**src/common/conv_sync_pkg.sv**
```systemverilog
// Package: constants and carriers for the conversion sync controller.
// Assumes a single master clock; all rates derive from it.
package conv_sync_pkg;

    // =========================================================
    // Timing
    // =========================================================
    localparam int unsigned CLK_HZ         = 10_000_000;
    localparam int unsigned REF_SAMPLE_DIV = 256;
    localparam logic [7:0]  MOD_CNT_MAX    = 8'hff;
    localparam logic [7:0]  MOD_CNT_RST    = 8'h00;
    localparam int unsigned NOTCH_W        = 12;
    localparam logic [11:0] NOTCH_RST      = 12'h000;
    localparam int unsigned CAL_W          = 4;
    localparam logic [3:0]  CAL_PASSES     = 4'h4;
    localparam logic [3:0]  CAL_RST        = 4'h0;
    localparam int unsigned DATA_W         = 24;
    localparam logic [23:0] DATA_RST       = 24'h000000;
    localparam logic [23:0] BIPOLAR_FLIP   = 24'h800000;

    // =========================================================
    // Operating mode field codes
    // =========================================================
    typedef enum logic [2:0] {
        MODE_NORMAL   = 3'h0,
        MODE_SELF_CAL = 3'h1,
        MODE_SYS_ZERO = 3'h2,
        MODE_SYS_FULL = 3'h3,
        MODE_SYS_OFFS = 3'h4,
        MODE_BKG_CAL  = 3'h5
    } operating_mode_field_t;

    typedef struct packed {
        logic                  bipolar;
        logic [NOTCH_W-1:0]    notch_div;
        operating_mode_field_t mode;
        logic                  mode_wr;
    } conv_cfg_t;

endpackage

```
**src/conv_sync_ctrl.sv**
```systemverilog
// Conversion control for a free-running sigma-delta converter: modulator
// tick, filter notch update, output coding, sync and calibration restart.
// Assumes modulator samples arrive on sample_i, one per modulator tick.
//
// Functional notes
// - One polarity bit sets unipolar or bipolar for both channels.
// - Polarity only changes coding: binary unipolar, offset binary bipolar.
// - Reference sampled every 256 master clocks regardless of gain.
// - Conversion runs continuously with no start request.
// - Result register refreshed once per notch period except during calibration passes; readable anytime.
// - All rates and calibration time count master clock cycles.
// - Falling edge on active-low sync resets filter to known state.
// - Common sync and clock make several converters update together.
// - Any calibration command also resets the digital filter.
// - Result ready goes low when calibration and resettling complete.
`timescale 1ns/1ns
`default_nettype none
module conv_sync_ctrl
    import conv_sync_pkg::*;
(
    input  wire logic              clk_i,
    input  wire logic              rstn_i,
    input  wire conv_cfg_t         cfg_i,
    input  wire logic              sync_n_i,
    input  wire logic [DATA_W-1:0] sample_i,
    output logic                   mod_tick_o,
    output logic                   ref_sample_o,
    output logic                   cal_busy_o,
    output logic [DATA_W-1:0]      result_o,
    output logic                   result_ready_n
);
    // =========================================================
    // Reset
    // =========================================================
    logic rst_n;

    rst_sync u_rst_sync
    (
        .clk_i  (clk_i),
        .rstn_i (rstn_i),
        .rstn_o (rst_n)
    );

    // =========================================================
    // Helpers
    // =========================================================
    function automatic logic is_cal(input operating_mode_field_t m);
        is_cal = (m == MODE_SELF_CAL) || (m == MODE_SYS_ZERO) ||
                 (m == MODE_SYS_FULL) || (m == MODE_SYS_OFFS) ||
                 (m == MODE_BKG_CAL);
    endfunction

    // Bipolar flips the MSB, turning two's-complement into offset binary
    function automatic logic [DATA_W-1:0] code(input logic [DATA_W-1:0] v,
                                               input logic bip);
        code = bip ? (v ^ BIPOLAR_FLIP) : v;
    endfunction

    // =========================================================
    // Sync edge and filter restart
    // =========================================================
    logic sync_prev_q;
    logic sync_fall;
    logic cal_cmd;
    logic filt_rst;

    always_ff @(posedge clk_i or negedge rst_n)
    begin
        if (!rst_n)
            sync_prev_q <= 1'b1;
        else
            sync_prev_q <= sync_n_i;
    end

    assign sync_fall = sync_prev_q && !sync_n_i;
    assign cal_cmd   = cfg_i.mode_wr && is_cal(cfg_i.mode);
    assign filt_rst  = sync_fall || cal_cmd;

    // =========================================================
    // Modulator tick and notch counters
    // =========================================================
    logic [7:0]         mod_cnt_q, mod_cnt_d;
    logic [NOTCH_W-1:0] notch_q,   notch_d;
    logic               tick;
    logic               notch_hit;

    // Counting only clk_i edges ties every rate to the master clock
    assign tick      = (mod_cnt_q == MOD_CNT_MAX);
    assign notch_hit = tick && (notch_q >= cfg_i.notch_div);

    always_comb
    begin
        mod_cnt_d = mod_cnt_q + 8'h01;
        notch_d   = notch_q;
        if (tick)
            notch_d = notch_hit ? NOTCH_RST : notch_q + 12'h001;
        if (filt_rst)
        begin
            mod_cnt_d = MOD_CNT_RST;
            notch_d   = NOTCH_RST;
        end
    end

    always_ff @(posedge clk_i or negedge rst_n)
    begin
        if (!rst_n)
        begin
            mod_cnt_q <= MOD_CNT_RST;
            notch_q   <= NOTCH_RST;
        end
        else
        begin
            mod_cnt_q <= mod_cnt_d;
            notch_q   <= notch_d;
        end
    end

    assign mod_tick_o   = tick;
    assign ref_sample_o = tick;

    // =========================================================
    // Calibration sequencing
    // =========================================================
    typedef enum logic [2:0] {
        ST_RUN    = 3'b001,
        ST_CAL    = 3'b010,
        ST_SETTLE = 3'b100
    } cal_state_t;

    cal_state_t       st_q, st_d;
    logic [CAL_W-1:0] cal_cnt_q, cal_cnt_d;

    // Calibration time is a fixed count of notch periods, so it scales
    // inversely with the master clock
    always_comb
    begin
        st_d      = st_q;
        cal_cnt_d = cal_cnt_q;
        case (st_q)
            ST_RUN:
            begin
                cal_cnt_d = CAL_RST;
            end
            ST_CAL:
            begin
                if (notch_hit)
                begin
                    cal_cnt_d = cal_cnt_q + 4'h1;
                    if (cal_cnt_q + 4'h1 >= CAL_PASSES)
                        st_d = ST_SETTLE;
                end
            end
            ST_SETTLE:
            begin
                if (notch_hit)
                    st_d = ST_RUN;
            end
            default:
            begin
                st_d = ST_RUN;
            end
        endcase
        if (cal_cmd)
        begin
            st_d      = ST_CAL;
            cal_cnt_d = CAL_RST;
        end
    end

    always_ff @(posedge clk_i or negedge rst_n)
    begin
        if (!rst_n)
        begin
            st_q      <= ST_RUN;
            cal_cnt_q <= CAL_RST;
        end
        else
        begin
            st_q      <= st_d;
            cal_cnt_q <= cal_cnt_d;
        end
    end

    assign cal_busy_o = (st_q != ST_RUN);

    // =========================================================
    // Result register and ready flag
    // =========================================================
    logic [DATA_W-1:0] res_q, res_d;
    logic              rdy_n_q, rdy_n_d;
    logic              publish;

    assign publish = notch_hit && (st_q != ST_CAL);

    always_comb
    begin
        res_d   = res_q;
        rdy_n_d = rdy_n_q;
        if (publish)
        begin
            res_d   = code(sample_i, cfg_i.bipolar);
            rdy_n_d = 1'b0;
        end
        // Ready rises at once on a calibration command, inside the
        // window the host is told to ignore
        if (cal_cmd)
            rdy_n_d = 1'b1;
    end

    always_ff @(posedge clk_i or negedge rst_n)
    begin
        if (!rst_n)
        begin
            res_q   <= DATA_RST;
            rdy_n_q <= 1'b1;
        end
        else
        begin
            res_q   <= res_d;
            rdy_n_q <= rdy_n_d;
        end
    end

    assign result_o       = res_q;
    assign result_ready_n = rdy_n_q;
endmodule
`default_nettype wire

```
**src/rst_sync.sv**
```systemverilog
// Reset release synchroniser.
// Assumes rstn_i may deassert at any time relative to clk_i.
`timescale 1ns/1ns
`default_nettype none
module rst_sync
(
    input  wire logic clk_i,
    input  wire logic rstn_i,
    output logic      rstn_o
);
    logic meta_q;
    logic sync_q;

    always_ff @(posedge clk_i or negedge rstn_i)
    begin
        if (!rstn_i)
        begin
            meta_q <= 1'b0;
            sync_q <= 1'b0;
        end
        else
        begin
            meta_q <= 1'b1;
            sync_q <= meta_q;
        end
    end

    assign rstn_o = sync_q;
endmodule
`default_nettype wire

```
**config.mk**
```make
export PLATFORM = sky130hd
export DESIGN_NAME = conv_sync_ctrl
export DESIGN_NICKNAME = d
export VERILOG_FILES = /design/src/common/conv_sync_pkg.sv /design/src/conv_sync_ctrl.sv /design/src/rst_sync.sv
export SDC_FILE = /design/constraint.sdc
export NUM_CORES = 1
export LEC_CHECK = 0
export BUFFER_PORTS_ARGS = -buffer_cell sky130_fd_sc_hd__buf_4
export CORE_MARGIN = 2
export CORE_UTILIZATION = 52
export DETAILED_ROUTE_END_ITERATION = 8
export PLACE_DENSITY = 0.9
export SLEW_MARGIN = 20
export SYNTH_ARGS = -nofsm -noshare
export SYNTH_HDL_FRONTEND = slang
export SYNTH_SLANG_ARGS = --single-unit
```
**constraint.sdc**
```tcl
create_clock -name clk_i -period 3.2 [get_ports clk_i]
set_clock_uncertainty 0.1 [all_clocks]
set_input_delay 0.64 -clock clk_i [delete_from_list [all_inputs] [get_ports clk_i]]
set_output_delay 0.64 -clock clk_i [all_outputs]
set_load 0.05 [all_outputs]
```
Word-level counts from Yosys, hierarchy flattened

Index checks and enable logic that the tools add are counted.

Output and inout bits: 28
Input port bits: 44
Register bits after elaboration: 55
Word-level logic and storage cells: 60

Reduce and logical (&&, ||, !) cells: 15
Add/subtract/negate cells: 3
Equal/unequal tests: 15
Magnitude comparators: 2
Bitwise logic cells: 1
Mux-type cells: 15

Operator list:

| kind                  | count |
|---|---|
| $mux 12               | 3 |
| $mux 24               | 1 |
| $add 12x1->12 const B | 1 |
| $ge 12x12->1          | 1 |
| $mux 3                | 4 |
| $eq 3x2->1 const B    | 3 |
| $eq 3x3->1 const B    | 3 |
| $ne 3x3->1 const B    | 3 |
| $pmux 3 s3            | 1 |
| $add 8x1->8 const B   | 1 |
| $eq 8x8->1 const B    | 1 |
| $mux 4                | 2 |
| $mux 8                | 1 |
| $pmux 4 s2            | 1 |
| $eq 3x1->1 const B    | 2 |
| $logic_or 1x1->1      | 5 |
| $add 4x1->4 const B   | 1 |
| $ge 4x3->1 const B    | 1 |
| $logic_and 1x1->1     | 4 |
| $reduce_and 4->1      | 1 |
| $reduce_bool 2->1     | 2 |
| $ne 3x1->1 const B    | 1 |
| $ne 3x2->1 const B    | 1 |
| $reduce_bool 3->1     | 1 |
| 5 further kinds       | 6 |

Logic depth before layout (Yosys ltp)

Depth after elaboration: 8
Mapped depth: 10
Depth with buffers taken out: 8

By module

Synthesis repeated with hierarchy kept, for this count alone.

Cells, all modules: 240
Area total of the unflattened synthesis: 2808.9 um^2

Modules (own cells, without submodules):

| module         | times used | area an instance (um^2) | sequential area each (um^2) | cells each |
|---|---|---|---|---|
| conv_sync_ctrl | 1          | 2755.1                  | 1330.0                      | 237 |
| rst_sync       | 1          | 53.8                    | 50.0                        | 3 |

Least setup slack after synthesis

No wires, ideal clock.

Path kind: input to register
From: input port cfg_i[4] (netlist name)
To: register res_q[10], in the netlist result_o[10]
Data required time: 2975 ps
Setup slack: 490 ps
Arrival time: 2485 ps
Buffers on the path: 2
Stages on the path: 9
Setup time: 125 ps
Cells stage by stage: ha_1 > nand2b_1 > a2111oi_4 > o41ai_4 > o21a_4 > nand2b_1 > buf_6 > buf_6 > mux2_4

Cells in the longest elaborated chain, start to end: 3

Ends and longest elaborated chain:

| element              | line                  | text |
|---|---|---|
| start, declared      | conv_sync_ctrl.sv:23  | `input wire conv_cfg_t cfg_i,` |
| $ge 12x12->1         | conv_sync_ctrl.sv:89  | `assign notch_hit = tick && (notch_q >= cfg_i.notch_div);` |
| $logic_and 1x1->1    | conv_sync_ctrl.sv:89  |  |
| $logic_and 1x1->1    | conv_sync_ctrl.sv:193 | `assign publish = notch_hit && (st_q != ST_CAL);` |
| end signal, assigned | conv_sync_ctrl.sv:219 | `res_q <= res_d;` |
| end, declared        | conv_sync_ctrl.sv:189 | `logic [DATA_W-1:0] res_q, res_d;` |

No other way between the ends.
A chain may end at the register's enable or synchronous reset.

Worst setup path in the final report

From: register notch_q[0]
To: register res_q[2], in the netlist result_o[2]

Cells in the longest elaborated chain, start to end: 3

Ends and longest elaborated chain:

| element                | line                  | text |
|---|---|---|
| start, declared        | conv_sync_ctrl.sv:83  | `logic [NOTCH_W-1:0] notch_q, notch_d;` |
| start signal, assigned | conv_sync_ctrl.sv:114 | `notch_q <= notch_d;` |
| $ge 12x12->1           | conv_sync_ctrl.sv:89  |  |
| $logic_and 1x1->1      | conv_sync_ctrl.sv:89  |  |
| $logic_and 1x1->1      | conv_sync_ctrl.sv:193 |  |

No other way between the ends.

==> summary.md <==
| Metric | Value |
|---|---|
| First DRT Iteration DRCs | 148 |
| Number of global-route vias before repair | 2103 |
| Setup ws final | 515 ps |
| I/O Buffers | 71 |
| Setup TNS | 0 ps |
| Rel. slew slack | 55.9% |
| Overall power | 1.28 mW |
| Post-layout nets | 373 |
| Die Y-Extent | 77.5 um |
| Fin. max-slew vios | 0 |
| Pre-CTS setup slack | 233 ps |
| CTS tree | built |
| First-pass GRT wire length | 9850 um |
| Netlist cell types | 45 |
| Synthesized flop and latch total | 55 |
| Syn Std Cell Area | 2810 um2 |
| Clock sink total | 55 |
| Largest net degree at the start of global routing | 54 |
| Cts bufs inserted | 5 |
| # diodes | 0 |
| Cell mode on critical path | nand2b_1 |
| Cell area after placement | 3400 um2 |
| DRT Pass-1 Iters | 4 |
| Worst min-delay path class | flip-flop to flip-flop |
| Maxcap violations | 0 |
| CP Launch Point | notch_q[0]$_DFFE_PN0P_ |
| Worst path required time | 3300 ps |
| RSZ-0062 raised after global routing | no |
| Clock buffer depth | 2 |
| Overall global routing resource usage | 20.9% |
| Slowest CP cell | dfrtp_1 |
| Syn Nets | 299 |
| Area Growth Syn to Fin | 25.3% |
| Clock power share | 32.8% |
| Post-synth EDFFs | 0 |
| Htree depth | 2 |
| Layout cells sized above 1 | 34.9% |
| Actual slew at the worst max-slew pin | 661 ps |
| Die Wd | 77.5 um |
| Gr ovfl total | 0 |
| Leak | 1.90 nW |
| Setup Buffers After CTS | 0 |
| Setup violators final | 0 |
| Int Pwr | 0.970 mW |
| Post-synth top area share | 46.3% |
| Syn_area_per_cell | 11.7 um2 |
| Total die area | 6010 um2 |
| Switching power | 0.306 mW |
| Worst setup SP type | flip-flop |
| Clock-pin slew on the worst setup and hold paths | 100 ps |
| Status | completed |
| Critical path type | flip-flop to flip-flop |
| Last element of the critical path | result_o[2]$_DFFE_PN0P_ |
| Synth cell count leaders | dfrtp_1, nor2_1, mux2_4 |
| Via density | 5.28 |
| FF-to-FF End | result_o[2]$_DFFE_PN0P_ |
| Cells after Synth | 240 |
| FF-to-FF Start | notch_q[0]$_DFFE_PN0P_ |
| Crit path max fanout | 25 |
| Cell Pwr Density | 363 nW/um2 |
| Initial antenna violation count | 0 |
| Max incr delay on CP | 420 ps |
| CTS Root Cell | clkbuf_8 |
| Sequential share of power | 57.3% |
| Main synth FF type | dfrtp_1 |
| Ranking of synthesized cells by area | dfrtp_1, mux2_4, ha_1 |
| Comb power frac | 9.8% |
| Clk_lat worst skew | 310 ps |
| Drt drc | 0 |
| RD Place Congestion | 0.762 |
| Cell area after layout | 3520 um2 |
| Sw frac | 24.0% |
| VDD IR-drop max | 0.278 mV |
| CP cell instances | inv_1, ha_1, nand2b_1, a2111oi_4, o41ai_4, o21a_4, nand2b_1, buf_12, mux2_1 |
| Synth async-reset ratio | 100% |
| Final WL | 5930 um |
| Remaining antenna violation count | 0 |
| Vias post-DR | 2031 |
| Final Hold Vio Count | 0 |
| Nature of the critical path endpoint | flip-flop |
| Post-synthesis sequential area ratio | 49.1% |
| Fin crit share | 83.9% |
| Synth warn | 0 |
| IO Pins | 72 |
| Area leader, netlist | dfrtp_1 |
| FMAX | 372 MHz |
| Worst r2r path cells | 9 |
| DP HPWL | 4330 um |
| Internal reg-to-reg setup slack | 510 ps |
| # rows | 26 |
| Routed length per instance | 15.4 um |
| Most common cell in the netlist | dfrtp_1 |
| Tmin final | 2690 ps |
| Starting density of the core | 54.3% |
| Core ar. | 5170 um2 |
| Critical path arrival | 2790 ps |
==> sequential cells by signal, summed over array words and instances (netlist names) <==
register and count:
notch_q 12, u_rst_sync.meta_q 1, cal_cnt_q 4, mod_cnt_q 8, result_o 24, st_q 3, u_rst_sync.rstn_o 1, result_ready_n 1
sync_prev_q 1
==> logic make-up after synthesis <==
logic type,synth area share (%)
AOI/OAI and AO/OA,9.76
DFF,49.1
other,0.134
buffers and inverters,4.19
and+or+nand+nor,13.5
muxes,11.6
adders and majority gates,6.68
xor gates and xnor gates,4.99
==> area by class of cell <==
cell class	count	area (um2)
fillers	365	1650
clock inverters	1	7.51
inverters	18	68.8
flip-flops and latches	55	1380
clock buffers	7	96.3
well taps	70	87.6
repair buffers	73	563
multi-input cells	161	1310
==> metal layers <==
layer / global-route usage, % / vias up / part of all wire, %
met5: 0 / - / 0
met4: 8.57 / 0 / 2.5
met3: 3.72 / 17 / 3.4
met2: 37.7 / 48 / 53
met1: 24.3 / 976 / 41
li1: - / 990 / -
==> metrics by stage <==
| stage | utilization [%] | instances | hold slack, ps |
|---|---|---|---|
| after floorplan | - | 240 | 231 |
| after global placement | 65.8 | 376 | 236 |
| after detailed placement | 65.8 | 376 | 236 |
| final | 68.0 | 385 | 257 |
| after CTS | 68.0 | 385 | 259 |
| after global routing | 68.0 | 385 | 281 |
==> critical path: cells and delay by family (launching register included) <==
kind / cells / cell delay, ps
simple gates: 2 / 320
mux: 1 / 340
compound gates: 3 / 810
fa+ha+maj: 1 / 240
buf+inv: 2 / 350
flops: 1 / 420
==> placed cells by master (no fill, tap or decap), types with 4 or more instances in the layout <==
cell and n:
dfrtp_1 51, nand2_1 14, nor2_1 21, nand3_1 11, xor2_1 10, nand4_1 8
ha_1 15, xnor2_1 6, o21ai_0 6, a21oi_1 4, buf_4 71, mux2_1 5
clkbuf_8 7, inv_1 17, nand2b_1 7, mux2_4 18
==> worst min-delay path by stage <==
stage,startpoint,endpoint,cells past startpoint
6_report,u_rst_sync.meta_q$_DFF_PN0_,u_rst_sync.rstn_o$_DFF_PN0_,0
5_1_grt,u_rst_sync.meta_q$_DFF_PN0_,u_rst_sync.rstn_o$_DFF_PN0_,0
4_1_cts,u_rst_sync.meta_q$_DFF_PN0_,u_rst_sync.rstn_o$_DFF_PN0_,0
3_5_place_dp,u_rst_sync.meta_q$_DFF_PN0_,u_rst_sync.rstn_o$_DFF_PN0_,0
3_3_place_gp,u_rst_sync.meta_q$_DFF_PN0_,u_rst_sync.rstn_o$_DFF_PN0_,0
2_1_floorplan,u_rst_sync.meta_q$_DFF_PN0_,u_rst_sync.rstn_o$_DFF_PN0_,0
==> what timing repair did <==
action | in CTS | in global routing
hold buffers | 1 | 0
gates resized for setup | 0 | 0
endpoints found under the hold margin | 2 | 0
setup endpoints to repair | 0 | 0
==> power groups by stage <==
stage | clock network, mW | logic (mW) | registers [mW]
after floorplan | 0 | 0.0647 | 0.739
after global placement | 0 | 0.116 | 0.744
after detailed placement | 0 | 0.121 | 0.745
after CTS | 0.423 | 0.125 | 0.732
after global routing | 0.452 | 0.138 | 0.736
final | 0.419 | 0.125 | 0.732
Power figures use the tool's default switching activity.
